$ cat config.mk
export PLATFORM = sky130hd
export DESIGN_NAME = cmr_cfg_regs
export DESIGN_NICKNAME = d
export VERILOG_FILES = /design/src/hdl/cmr_pkg.sv /design/src/hdl/cmr_power_good_delay.sv /design/src/hdl/cmr_cfg_regs.sv
export VERILOG_INCLUDE_DIRS = /design/src /design/src/hdl
export SDC_FILE = /design/constraint.sdc
export NUM_CORES = 1
export LEC_CHECK = 0
export BUFFER_PORTS_ARGS = -buffer_cell sky130_fd_sc_hd__buf_2
export CORE_MARGIN = 2
export CORE_UTILIZATION = 43
export DETAILED_ROUTE_END_ITERATION = 16
export PLACE_DENSITY = 0.67
export SETUP_SLACK_MARGIN = 0.5
export SLEW_MARGIN = 20
export SYNTH_ARGS = -nofsm -noshare
export SYNTH_HDL_FRONTEND = slang
export SYNTH_SLANG_ARGS = --single-unit
export TNS_END_PERCENT = 100
$ cat constraint.sdc
create_clock -name ref_clk -period 3.6 [get_ports ref_clk]
set_clock_uncertainty 0.2 [all_clocks]
set_input_delay 0.36 -clock ref_clk [delete_from_list [all_inputs] [get_ports ref_clk]]
set_output_delay 0.36 -clock ref_clk [all_outputs]
set_load 0.005 [all_outputs]
$ cat src/hdl/cmr_consts.svh
// Offsets, field positions, reset values and decode constants of the bank.
// Assumes inclusion by bare name from design files.
`ifndef CMR_CONSTS_SVH
`define CMR_CONSTS_SVH
`define CMR_OFS_COMP 8'hD0
`define CMR_OFS_VOUT 8'hD1
`define CMR_OFS_OPS 8'hD2
`define CMR_OFS_ADDR 8'hD3
`define CMR_RST_COMP 8'h09
`define CMR_RST_VOUT 8'h40
`define CMR_RST_OPS 8'h05
`define CMR_RST_ADDR 8'hB0
`define CMR_OPS_MASK 8'h07
`define CMR_COMP_CFF_BIT 4
`define CMR_COMP_RAMP_LSB 1
`define CMR_COMP_FLT_BIT 0
`define CMR_VOUT_DIS_BIT 6
`define CMR_VOUT_PGD_LSB 2
`define CMR_VOUT_RNG_LSB 0
`define CMR_OPS_FSW_LSB 1
`define CMR_OPS_LL_BIT 0
`define CMR_ADDR_EN_BIT 7
`define CMR_PGD_ZERO 4'hF
`define CMR_CYC_PER_MS 15'h4E20
`endif

$ cat src/hdl/cmr_pkg.sv
// Types shared by the configuration bank files.
// Assumes cmr_consts.svh is on the include path.
package cmr_pkg;
  typedef struct packed {
    logic cff_50pf;
    logic [2:0] ramp_code;
    logic [3:0] ramp_index;
    logic follower_fault_en;
    logic output_discharge_sel;
    logic [3:0] power_good_delay;
    logic [4:0] power_good_delay_ms;
    logic [1:0] output_divider_range;
    logic [3:0] divider_shift;
    logic [1:0] fsw_sel;
    logic [10:0] fsw_khz;
    logic light_load_mode_sel;
    logic [6:0] bus_address;
  } cmr_ctrl_t;
  typedef struct packed {
    logic wr;
    logic rd;
    logic [7:0] cmd;
    logic [7:0] wdata;
  } cmr_req_t;
endpackage

$ cat src/hdl/cmr_power_good_delay.sv
// Power-good delay timer: counts whole milliseconds of ref_clk cycles.
// Assumes a 20 MHz ref_clk and a clean start pulse from the same domain.
`timescale 1ns/1ps
`include "cmr_consts.svh"
module cmr_power_good_delay #(
  parameter int CYC_PER_MS = `CMR_CYC_PER_MS
) (
  input wire logic ref_clk,
  input wire logic arst_n,
  input wire logic start,
  input wire logic [4:0] delay_ms,
  output logic done
);
  logic [14:0] cyc;
  logic [4:0] ms;
  logic run;
  always_ff @(posedge ref_clk or negedge arst_n) begin
    if (!arst_n) begin
      run <= 1'b0;
      cyc <= 15'h0000;
      ms <= 5'h00;
      done <= 1'b0;
    end else if (start) begin
      cyc <= 15'h0000;
      ms <= 5'h00;
      run <= (delay_ms != 5'h00);
      done <= (delay_ms == 5'h00);
    end else if (run) begin
      if (cyc == 15'(CYC_PER_MS - 1)) begin
        cyc <= 15'h0000;
        ms <= ms + 5'h01;
        if (ms + 5'h01 == delay_ms) begin
          run <= 1'b0;
          done <= 1'b1;
        end
      end else begin
        cyc <= cyc + 15'h0001;
      end
    end
  end
endmodule

$ cat src/hdl/cmr_cfg_regs.sv
// Manufacturer configuration bank: four 8-bit command registers.
// Assumes a bus engine delivers decoded one-cycle write/read strobes.
//
// Function
// - Cff bit picks 20pF or 50pF.
// - Single-phase ramp codes decode to millivolts.
// - Multi-phase ramp codes use second table.
// - Bit 0 enables follower fault detection.
// - Bit 6 selects discharge at enable low.
// - Power-good delay 1-15 ms, 1111 zero.
// - Range field sets divider ratio.
// - Range code sets output voltage span.
// - Frequency field selects 400 to 1000 kHz.
// - Bit 0 picks light-load mode; upper reserved.
// - Address from register or strap pin.
// - Address register resets to 0xB0.
`timescale 1ns/1ps
`include "cmr_consts.svh"
module cmr_cfg_regs #(
  parameter int CYC_PER_MS = `CMR_CYC_PER_MS
) (
  input wire logic ref_clk,
  input wire logic arst_n,
  input cmr_pkg::cmr_req_t req,
  input wire logic phase_mode_bit,
  input wire logic [6:0] addr_strap,
  input wire logic ctrl_enable,
  input wire logic power_good_pin,
  input wire logic output_ok,
  output logic [7:0] rdata,
  output logic rvalid,
  output logic cmd_hit,
  output cmr_pkg::cmr_ctrl_t ctrl,
  output logic [9:0] ramp_uv10,
  output logic [12:0] vout_min_mv,
  output logic [12:0] vout_max_mv,
  output logic discharge_on,
  output logic follower_fault,
  output logic power_good_out
);
  import cmr_pkg::*;

  ////////////////////////////////////////////////////////////////////////
  logic [7:0] comp;
  logic [7:0] vout;
  logic [7:0] ops;
  logic [7:0] addr;
  logic [2:0] en_s;
  logic [2:0] pg_s;
  logic [6:0] strap_s1;
  logic [6:0] strap_s2;
  logic [6:0] strap_s3;
  logic [6:0] strap_q;
  logic en_lvl;
  logic pg_lvl;
  logic ok_q;
  logic pg_done;
  logic hit;

  assign hit = (req.cmd == `CMR_OFS_COMP) || (req.cmd == `CMR_OFS_VOUT) ||
               (req.cmd == `CMR_OFS_OPS) || (req.cmd == `CMR_OFS_ADDR);
  assign cmd_hit = hit;

  ////////////////////////////////////////////////////////////////////////
  // live write path
  always_ff @(posedge ref_clk or negedge arst_n) begin
    if (!arst_n) begin
      comp <= `CMR_RST_COMP;
      vout <= `CMR_RST_VOUT;
      ops <= `CMR_RST_OPS;
      addr <= `CMR_RST_ADDR;
    end else if (req.wr) begin
      case (req.cmd)
        `CMR_OFS_COMP: comp <= req.wdata;
        `CMR_OFS_VOUT: vout <= req.wdata;
        `CMR_OFS_OPS: ops <= req.wdata & `CMR_OPS_MASK;
        `CMR_OFS_ADDR: addr <= req.wdata;
        default: comp <= comp;
      endcase
    end
  end

  always_ff @(posedge ref_clk or negedge arst_n) begin
    if (!arst_n) begin
      rdata <= 8'h00;
      rvalid <= 1'b0;
    end else begin
      rvalid <= req.rd;
      if (req.rd) begin
        case (req.cmd)
          `CMR_OFS_COMP: rdata <= comp;
          `CMR_OFS_VOUT: rdata <= vout;
          `CMR_OFS_OPS: rdata <= ops;
          `CMR_OFS_ADDR: rdata <= addr;
          default: rdata <= 8'h00;
        endcase
      end
    end
  end

  ////////////////////////////////////////////////////////////////////////
  // Pin inputs pass three flops; a change counts once stages two and three
  // agree.
  always_ff @(posedge ref_clk or negedge arst_n) begin
    if (!arst_n) begin
      en_s <= 3'h0;
      pg_s <= 3'h0;
      en_lvl <= 1'b0;
      pg_lvl <= 1'b0;
      strap_s1 <= 7'h00;
      strap_s2 <= 7'h00;
      strap_s3 <= 7'h00;
      strap_q <= 7'h00;
    end else begin
      en_s <= {en_s[1:0], ctrl_enable};
      pg_s <= {pg_s[1:0], power_good_pin};
      if (en_s[1] == en_s[2]) begin
        en_lvl <= en_s[2];
      end
      if (pg_s[1] == pg_s[2]) begin
        pg_lvl <= pg_s[2];
      end
      strap_s1 <= addr_strap;
      strap_s2 <= strap_s1;
      strap_s3 <= strap_s2;
      // A strap word is taken only once two stages agree on every bit.
      if (strap_s2 == strap_s3) begin
        strap_q <= strap_s3;
      end
    end
  end

  ////////////////////////////////////////////////////////////////////////
  always_comb begin
    ctrl = '0;
    ctrl.cff_50pf = comp[`CMR_COMP_CFF_BIT];
    ctrl.ramp_code = comp[`CMR_COMP_RAMP_LSB +: 3];
    ctrl.ramp_index = {phase_mode_bit, comp[`CMR_COMP_RAMP_LSB +: 3]};
    ctrl.follower_fault_en = comp[`CMR_COMP_FLT_BIT];
    ctrl.output_discharge_sel = vout[`CMR_VOUT_DIS_BIT];
    ctrl.power_good_delay = vout[`CMR_VOUT_PGD_LSB +: 4];
    if (ctrl.power_good_delay == `CMR_PGD_ZERO) begin
      ctrl.power_good_delay_ms = 5'd0;
    end else begin
      ctrl.power_good_delay_ms = {1'b0, ctrl.power_good_delay} + 5'd1;
    end
    ctrl.output_divider_range = vout[`CMR_VOUT_RNG_LSB +: 2];
    ctrl.divider_shift = {2'b00, ctrl.output_divider_range};
    ctrl.fsw_sel = ops[`CMR_OPS_FSW_LSB +: 2];
    case (ctrl.fsw_sel)
      2'b00: ctrl.fsw_khz = 11'd400;
      2'b01: ctrl.fsw_khz = 11'd600;
      2'b10: ctrl.fsw_khz = 11'd800;
      default: ctrl.fsw_khz = 11'd1000;
    endcase
    ctrl.light_load_mode_sel = ops[`CMR_OPS_LL_BIT];
    if (addr[`CMR_ADDR_EN_BIT]) begin
      ctrl.bus_address = addr[6:0];
    end else begin
      ctrl.bus_address = strap_q;
    end
  end

  ////////////////////////////////////////////////////////////////////////
  // ramp table, single-phase codes then multi-phase codes, in 0.1 mV
  always_comb begin
    case (ctrl.ramp_index)
      4'h0: ramp_uv10 = 10'd56;
      4'h1: ramp_uv10 = 10'd98;
      4'h2: ramp_uv10 = 10'd180;
      4'h3: ramp_uv10 = 10'd300;
      4'h4: ramp_uv10 = 10'd85;
      4'h5: ramp_uv10 = 10'd151;
      4'h6: ramp_uv10 = 10'd270;
      4'h7: ramp_uv10 = 10'd440;
      4'h8: ramp_uv10 = 10'd86;
      4'h9: ramp_uv10 = 10'd150;
      4'hA: ramp_uv10 = 10'd270;
      4'hB: ramp_uv10 = 10'd450;
      4'hC: ramp_uv10 = 10'd130;
      4'hD: ramp_uv10 = 10'd230;
      4'hE: ramp_uv10 = 10'd410;
      default: ramp_uv10 = 10'd680;
    endcase
  end

  always_comb begin
    case (ctrl.output_divider_range)
      2'b00: vout_min_mv = 13'd400;
      2'b01: vout_min_mv = 13'd400;
      2'b10: vout_min_mv = 13'd700;
      default: vout_min_mv = 13'd1300;
    endcase
    vout_max_mv = 13'd672 << ctrl.divider_shift;
  end

  ////////////////////////////////////////////////////////////////////////
  // discharge when enable low, bit value 1
  assign discharge_on = ctrl.output_discharge_sel && !en_lvl;
  assign follower_fault = ctrl.follower_fault_en && !pg_lvl && en_lvl;

  always_ff @(posedge ref_clk or negedge arst_n) begin
    if (!arst_n) begin
      ok_q <= 1'b0;
    end else begin
      ok_q <= output_ok && en_lvl;
    end
  end

  cmr_power_good_delay #(
    .CYC_PER_MS(CYC_PER_MS)
  ) u_pgd (
    .ref_clk(ref_clk),
    .arst_n(arst_n),
    .start(output_ok && en_lvl && !ok_q),
    .delay_ms(ctrl.power_good_delay_ms),
    .done(pg_done)
  );

  always_ff @(posedge ref_clk or negedge arst_n) begin
    if (!arst_n) begin
      power_good_out <= 1'b0;
    end else begin
      power_good_out <= pg_done && ok_q && output_ok && en_lvl;
    end
  end
endmodule

==> qor.txt, run 1 <==
outcome: completed
Rel. slew slack: 52.7%
area grow syn2layout: 14.9%
Placed Area: 5220 µm²
CP Class: flip-flop to output pin
Seq cells post-synth: 96
Seq/Total Area, Yosys: 50.1%
number of buffers on the longest clock path: 2
num ports: 126
worst slew pin tran: 0.710 ns
Total GRT Usage: 16.4%
Synth Area in Compound Gates: 5.53%
main combinational cell family by area after synthesis: multiplexers
synthesized area: 4820 µm²
Cells after DPL: 633
proportion of synthesized area in mux cells: 12.7%
Final min period: 2.51 ns
drt first pass iters: 4
simple-gate share of the synthesized area: 12.2%
DRC violation count after routing: 0
Distinct cells, synth: 50
WL final: 9590 µm
crit path launch type: flip-flop
CP Capture Type: output pin
vias in the first global route: 3052
Hold Path Class: input pin to flip-flop
Power Dens Cells: 405 nW/µm²
post-route ant nets: 0
clk sink count: 96
Clock Latency Late Sink: 0.37 ns
count leader, synth: dfrtp_1
total leakage power: 2.76 nW
largest net degree at the start of global routing: 57
first-pass GRT wire length: 15000 µm
WL per Instance: 14.5 µm
yosys warns: 0
cell taking the most area after synthesis: dfrtp_1
f_max: 399 MHz
fin nets: 560
Crit-path slowest cell: dfrtp_1
Final period util: 69.7%
HPWL Detailed: 7030 µm
CTS tree: done
Starting Density: 44.3%
Crit path max-delay family: flip-flops
Reg clk slew, reported paths: 0.11 ns
CTS Buf Count: 9
Post-synth ARST share: 100%
site row count: 38
GRT overflow: 0
Filler cells: 985
die footprint: 12100 µm²
Die Span Y: 110 µm
Final Wtd Congestion: 0.821
EDFF count, synth: 0
adder-cell area share of the yosys netlist: 4.05%
cells after synthesis: 425
final hold viol count: 0
Worst EP required: 3.04 ns
setup TNS: 0 ns
crit path buf inv count: 2
Yosys top cell area share: 45.7%
initial drt markers: 155
Port-buffer cells: 107
root buf cell: clkbuf_8
final setup fails: 0
Core Area: 10900 µm²
Slew Viols, Final: 0
RSZ-0062 raised after global routing: no
Max FO, Critical Path: 11
H-tree lvl count: 3
final non-filler cell total: 661
worst vdd ir: 0.211 mV
syn avg cell area: 11.3 µm²
via/cell ratio: 4.93
total power: 2.24 mW
ys flop type: dfrtp_1
Synth area leaders: dfrtp_1 (46%), mux2_2 (9.6%), buf_4 (6.9%)
Max stage delay on crit path: 0.55 ns
Final Cell Area: 5530 µm²
initial antenna violation count: 1
Via Count: 3256
share of cells above drive strength 1: 36.0%
Max-Cap Viols: 0
Post-synth top cells: dfrtp_1 (88), buf_4 (44), mux2_2 (41)
XOR/XNOR Fraction of Synth Area: 5.45%
Die Width: 110 µm
Worst Path Arrival: 1.95 ns
crit-path cells: inv_1, ha_1, mux4_2, buf_2
## worst register-to-register path: stages (launching register included)
cell and delay [ns]:
dfrtp_1 0.41, ha_1 0.19, and3_1 0.24, and4_1 0.26, nand3_2 0.18, or3_1 0.38
a21oi_1 0.15
## layout by cell type, fill, tap and decap left out, types with 4 or more instances in the layout
cell	Yosys	layout
dfstp_2	8	8
ha_1	14	14
xnor2_1	14	14
o21ai_0	8	8
mux2_2	41	41
o22ai_1	7	7
dfrtp_1	88	88
xor2_1	16	16
nand4_1	7	7
inv_1	25	25
dlygate4sd3_1	0	11
buf_2	3	106
and3_1	5	5
mux2i_1	6	6
a31oi_1	4	4
nor2_1	31	31
a21oi_1	13	13
conb_1	2	18
mux4_2	4	4
clkbuf_8	0	10
nand3_1	10	10
nand2_1	19	19
## stage by stage
stage	setup WS (ns)	utilization [%]	hold slack [ns]
finish	1.09	50.8	0.0439
CTS	1.08	50.8	0.0342
global route	0.989	50.8	0.0397
global placement	1.46	48.0	0.132
floorplan	1.68	-	-0.136
detailed placement	1.41	48.0	0.136
## per-layer routing
metal | global-route usage, % | wire length [µm] | vias to the layer above
li1 | - | - | 1569
met5 | 0 | 0 | -
met3 | 3.91 | 693 | 10
met1 | 21.3 | 4330 | 1564
met4 | 5.61 | 130 | 0
met2 | 27.0 | 4440 | 113
## flip-flops by register name, summed over array words and instances (netlist names), 7 cells and up
name       cells
addr           8
strap_q        7
u_pgd.cyc     15
strap_s3       7
comp           8
strap_s2       7
strap_s1       7
rdata          8
vout           8
## kinds of logic (layout without fill, tap and decap cells)
logic type | count (synthesis) | count (layout)
compound gates | 43 | 43
mux | 51 | 51
other cells | 2 | 19
flops | 96 | 96
simple gates | 105 | 105
fa+ha+maj | 16 | 16
buf+inv | 82 | 161
xor+xnor | 30 | 30
## timing repair
| action | 4_1_cts | 5_1_grt |
|---|---|---|
| hold buffers | 11 | 0 |
| hold endpoints to repair | 61 | 0 |
| resized for setup | 0 | 0 |
| buffers inserted | 0 | 0 |
## final cells by class
| cell class | instances | area, µm² | area share (%) |
|---|---|---|---|
| multi-input cells | 263 | 1990 | 35.9 |
| flip-flops and latches | 96 | 2410 | 43.6 |
| clock buffers | 10 | 138 | 2.49 |
| diodes | 1 | 2.50 | 0.0452 |
| well taps | 140 | 175 | 3.17 |
| repair buffers | 120 | 663 | 12.0 |
| clock inverters | 6 | 60.1 | 1.09 |
| inverters | 25 | 93.8 | 1.70 |
## worst paths after layout
path | startpoint | to | slack (ns) | cells past startpoint
max | comp[1]$_DFFE_PN0P_ | ramp_uv10[4] | 1.09 | 4
min | req[6] | addr[6]$_DFFE_PN0P_ | 0.04 | 2
max reg2reg | u_pgd.cyc[0]$_DFFE_PN0P_ | u_pgd.ms[4]$_DFFE_PN0P_ | 1.52 | 6
min reg2reg | strap_s1[1]$_DFF_PN0_ | strap_s2[1]$_DFF_PN0_ | 0.16 | 0
max in group asynchronous | arst_n | ops[0]$_DFFE_PN1P_ | 1.99 | 3
min in group asynchronous | arst_n | u_pgd.run$_DFF_PN0_ | 0.37 | 2
## power breakdown
group	internal (mW)	leakage (nW)	total [mW]	switching, mW
registers	1.16	1.22	1.24	0.0812
logic	0.155	1.43	0.303	0.147
clock network	0.289	0.103	0.695	0.405
Power figures use the tool's default switching activity.
==> run 2: changes to the inputs <==
ABC_AREA = 1   (was not set)
PLACE_DENSITY = 0.69   (was 0.67)
clock period = 2.1 ns   (was 3.6 ns; I/O delays follow)
==> qor.txt, run 2 <==
DRC violation count after routing: 0
Total GRT Usage: 20.0%
f_max: 510 MHz
Starting Density: 43.9%
Hold Crit Depth: 3
WL final: 13200 µm
vias in the first global route: 4359
setup TNS: 0 ns
worst slew pin tran: 0.502 ns
most common cell after layout, fill and taps aside: nand2_1
clk sink count: 96
Distinct cells, synth: 39
Final period util: 93.4%
Ant. Diodes: 0
crit path launch type: flip-flop
final setup fails: 0
GRT overflow: 0
die footprint: 12500 µm²
initial antenna violation count: 0
Synth area leaders: dfrtp_1 (44%), nand2_1 (10%), buf_4 (7.0%)
largest net degree at the start of global routing: 39
HPWL Detailed: 8270 µm
WL per Instance: 14.6 µm
initial drt markers: 299
H-tree lvl count: 3
most frequent cells in the layout: nand2_1 (114), buf_2 (98), dfrtp_1 (81), nand3_1 (46), inv_1 (45)
Die Width: 112 µm
Reg clk slew, reported paths: 0.07 ns
share of cells above drive strength 1: 43.9%
CTS Buf Count: 9
CTS tree: done
Seq cells post-synth: 96
via/cell ratio: 5.01
worst vdd ir: 0.411 mV
Port-buffer cells: 107
Reg with most FFs: u_pgd.cyc
number of buffers on the longest clock path: 2
syn avg cell area: 8.37 µm²
yosys warns: 0
Via Count: 4524
Reg-to-Reg End: u_pgd.ms[2]$_DFFE_PN0P_
Power Dens Cells: 651 nW/µm²
CP Capture Type: output pin
post-route ant nets: 0
total leakage power: 3.44 nW
CP Class: flip-flop to output pin
outcome: completed
fin nets: 800
final hold viol count: 0
hold slack: 0.0238 ns
RSZ-0062 raised after global routing: yes
first-pass GRT wire length: 20400 µm
cell taking the most area after synthesis: dfrtp_1
Filler cells: 912
cells after synthesis: 599
area grow syn2layout: 41.1%
Final min period: 1.96 ns
Slew Viols, Final: 0
Worst EP required: 1.69 ns
RR Startpoint: u_pgd.cyc[0]$_DFFE_PN0P_
Final Wtd Congestion: 0.878
Die Span Y: 112 µm
site row count: 39
Rel. slew slack: 66.6%
Yosys top cell area share: 43.9%
root buf cell: clkbuf_16
ys flop type: dfrtp_1
Seq/Total Area, Yosys: 48.1%
num ports: 126
Clock Latency Late Sink: 0.34 ns
utilization after layout: 61.9%
count leader, synth: nand2_1
Hold EP: addr[1]$_DFFE_PN0P_
Worst Path Arrival: 1.55 ns
Post-synth ARST share: 100%
Post-synth top cells: nand2_1 (136), dfrtp_1 (88), inv_1 (65)
drt first pass iters: 5
Hold Path Class: input pin to flip-flop
max reg flops: 15
synthesized area: 5010 µm²
Max FO, Critical Path: 5
Core Area: 11400 µm²
r2r worst-path depth: 9
hold_sp: req[1]
EDFF count, synth: 0
R2R Setup Slk: 0.36 ns
Max-Cap Viols: 0
-- run 2: changes by cell type in the layout (fill, tap and decap cells not counted), moves of 14 or more --
| cell | delta |
|---|---|
| inv_1 | +20 |
| buf_6 | +28 |
| mux2_2 | -41 |
| nand2_1 | +95 |
| o21ai_2 | +16 |
| inv_2 | +14 |
| o21ai_1 | +23 |
| nand2_2 | +16 |
| buf_4 | +35 |
| nand3_1 | +36 |
-- run 2: worst max-delay path by stage --
| stage | start | slack, ns | depth (start not counted) | end |
|---|---|---|---|---|
| finish | comp[3]$_DFFE_PN1P_ | 0.14 | 5 | ramp_uv10[6] |
| global route | comp[2]$_DFFE_PN0P_ | 0.08 | 5 | ramp_uv10[8] |
| CTS | comp[3]$_DFFE_PN1P_ | 0.17 | 5 | ramp_uv10[6] |
| detailed placement | u_pgd.cyc[11]$_DFFE_PN0P_ | 0.19 | 9 | u_pgd.cyc[10]$_DFFE_PN0P_ |
| global placement | en_lvl$_DFFE_PN0N_ | 0.29 | 7 | u_pgd.cyc[9]$_DFFE_PN0P_ |
| floorplan | u_pgd.cyc[0]$_DFFE_PN0P_ | 0.49 | 9 | u_pgd.ms[0]$_DFFE_PN0P_ |
-- run 2: logic make-up after synthesis --
logic type	Yosys count	share of synthesized area (%)
compound gates	82	9.36
xor+xnor	8	1.40
fa+ha+maj	16	3.89
buf+inv	125	13.2
flops	96	48.1
other cells	2	0.150
simple gates	270	23.9
-- run 2: power by group --
part           leakage [nW]  internal, mW  switching [mW]  total, mW
clock network         0.135         0.826           0.748       1.57
registers              1.21          1.98           0.121       2.10
logic                  2.10         0.436           0.488      0.924
total                  3.44          3.24            1.36       4.60
-- run 2: critical path: stages, from the launching register on --
cell     delay [ns]
dfstp_2        0.58
buf_6          0.14
buf_12         0.11
nand2_2        0.04
a22oi_1        0.18
buf_2          0.15
-- run 2: timing repair --
| item | CTS | global route |
|---|---|---|
| pin swaps | 23 | 24 |
| gates cloned | 1 | 1 |
| hold endpoints to repair | 63 | 0 |
| hold buffers | 18 | 0 |
| setup endpoints to repair | 64 | 68 |
| buffers inserted | 40 | 9 |
| resized for setup | 124 | 81 |
-- run 2: cell type report --
type	instances	area (µm²)	area share, %
well taps	143	179	2.53
clock inverters	7	61.3	0.867
inverters	67	269	3.80
clock buffers	9	225	3.18
repair buffers	186	1350	19.0
multi-input cells	395	2570	36.3
flip-flops and latches	96	2420	34.2
-- run 2: routing by layer --
metal / wire [µm] / global-route usage [%]
met5: 0 / 0
met4: 267 / 6.34
met3: 646 / 3.86
met2: 6640 / 35.1
met1: 5620 / 25.1
-- run 2: stage by stage --
| stage | instance area [µm²] | power (mW) | worst slack [ns] | std cells |
|---|---|---|---|---|
| finish | 7070 | 4.60 | 0.139 | 903 |
| global route | 7070 | 4.81 | 0.0772 | 903 |
| CTS | 6720 | 4.46 | 0.172 | 893 |
| detailed placement | 5510 | 2.68 | 0.185 | 818 |
| global placement | 5510 | 2.65 | 0.285 | 818 |
| floorplan | 5110 | 2.46 | 0.486 | 615 |
==> run 3: changes to the inputs <==
==> constraint.sdc (replaced) <==
create_clock -name ref_clk -period 2.1 [get_ports ref_clk]
set_clock_uncertainty 0.2 [all_clocks]
set_input_delay 0.63 -clock ref_clk [delete_from_list [all_inputs] [get_ports ref_clk]]
set_output_delay 0.63 -clock ref_clk [all_outputs]
set_load 0.005 [all_outputs]
==> qor.txt, run 3 (same netlist as run 2, synthesis figures left out) <==
outcome: complete, but fails checks
failing checks: setup timing
number of buffers on the longest clock path: 2
WL final: 16100 µm
CP Capture Type: output pin
Cells after DPL: 827
most common cell after layout, fill and taps aside: nand2_1
largest net degree at the start of global routing: 35
via/cell ratio: 5.22
vias in the first global route: 4260
Filler cells: 730
f_max: 418 MHz
Die Span Y: 112 µm
fin nets: 836
Ant. Diodes: 0
Via Count: 4902
H-tree lvl count: 3
worst vdd ir: 0.469 mV
site row count: 39
R2R Setup Slk: 0.22 ns
HPWL Detailed: 8310 µm
Final min period: 2.39 ns
r2r worst-path depth: 12
die footprint: 12500 µm²
Hold EP: strap_s2[5]$_DFF_PN0_
Max-Cap Viols: 0
final setup fails: 29
crit path launch type: flip-flop
drt first pass iters: 5
total leakage power: 3.87 nW
most frequent cells in the layout: nand2_1 (85), dfrtp_1 (77), buf_2 (75), buf_6 (67), buf_4 (62)
Reg with most FFs: u_pgd.cyc
area of the multi-input gates: 3040 µm²
Slew Viols, Final: 0
Reg clk slew, reported paths: 0.07 ns
Reg-to-Reg End: u_pgd.run$_DFF_PN0_
final non-filler cell total: 939
final hold viol count: 0
initial drt markers: 294
area grow syn2layout: 63.2%
Hold Path Class: flip-flop to flip-flop
register area: 2430 µm²
CTS Buf Count: 9
hold slack: 0.149 ns
clk sink count: 96
Clock Latency Late Sink: 0.35 ns
num ports: 126
share of cells above drive strength 1: 59.8%
Die Width: 112 µm
first-pass GRT wire length: 20600 µm
Final period util: 114%
Port-buffer cells: 107
Worst EP required: 1.27 ns
WL per Instance: 17.2 µm
CP Class: flip-flop to output pin
Hold Crit Depth: 0
Worst Path Arrival: 1.56 ns
Power Dens Cells: 602 nW/µm²
Core Area: 11400 µm²
Final WS setup: -0.294 ns
RR Startpoint: vout[3]$_DFFE_PN0P_
GRT overflow: 0
Max FO, Critical Path: 7
initial antenna violation count: 0
CTS tree: done
hold_sp: strap_s1[5]$_DFF_PN0_
Final Wtd Congestion: 0.857
DRC violation count after routing: 0
post-route ant nets: 0
root buf cell: clkbuf_16
RSZ-0062 raised after global routing: yes
Total GRT Usage: 20.1%
max reg flops: 15
Starting Density: 43.9%
==> run 3: area by class of cell <==
| type | instances | area share [%] |
|---|---|---|
| Multi-Input combinational cell | 397 | 37.2 |
| Inverter | 67 | 3.76 |
| Timing Repair Buffer | 220 | 23.2 |
| Clock inverter | 7 | 1.25 |
| Clock buffer | 9 | 2.75 |
| Sequential cell | 96 | 29.7 |
| Tap cell | 143 | 2.19 |
==> run 3: per-layer routing <==
metal	track usage, %	share of wire (%)	up-vias
met3	4.52	5.5	52
li1	-	-	2265
met1	26.4	39	2376
met4	6.50	3.5	0
met5	0	0	-
met2	33.4	52	209
==> run 3: worst max path at each step <==
stage                   startpoint           end  slack [ns]  depth (start not counted)
3_3_place_gp        phase_mode_bit  ramp_uv10[3]       -0.01                          4
5_1_grt        comp[3]$_DFFE_PN1P_  ramp_uv10[6]       -0.37                          5
3_5_place_dp        phase_mode_bit  ramp_uv10[6]       -0.02                          5
2_1_floorplan   ops[2]$_DFFE_PN1P_      ctrl[14]        0.15                          4
4_1_cts        comp[3]$_DFFE_PN1P_  ramp_uv10[6]       -0.26                          4
6_report       comp[3]$_DFFE_PN1P_  ramp_uv10[6]       -0.29                          5
==> run 3: what timing repair did <==
action / CTS / global route
pin swaps: 34 / 79
buffers inserted: 55 / 33
gates cloned: 1 / 6
endpoints found under the hold margin: 19 / 0
hold buffers: 1 / 0
endpoints found under the setup margin: 126 / 133
resized for setup: 116 / 189
==> run 3: per-stage QoR <==
stage          cell area, µm²  utilization [%]  power [mW]  setup WS [ns]  setup TNS (ns)
2_1_floorplan            5470                -        2.53          0.155               0
4_1_cts                  7080             62.0        4.68         -0.257           -3.04
5_1_grt                  8180             71.7        5.13         -0.370           -5.41
6_report                 8180             71.7        4.93         -0.294           -4.04
3_5_place_dp             5890             51.6        2.76        -0.0166         -0.0217
3_3_place_gp             5890             51.6        2.73        -0.0145         -0.0246
==> run 3: power breakdown <==
part / leakage (nW) / switching [mW] / internal (mW)
Sequential: 1.21 / 0.126 / 1.98
Clock: 0.159 / 0.812 / 0.966
Combinational: 2.50 / 0.547 / 0.494
Total: 3.87 / 1.48 / 3.44
==> run 3: worst max-delay path, cell delays in order, from the launching register on <==
cell and delay [ns]:
dfstp_2 0.64, inv_4 0.08, buf_4 0.14, a21oi_4 0.12
a22oi_1 0.10, buf_2 0.13
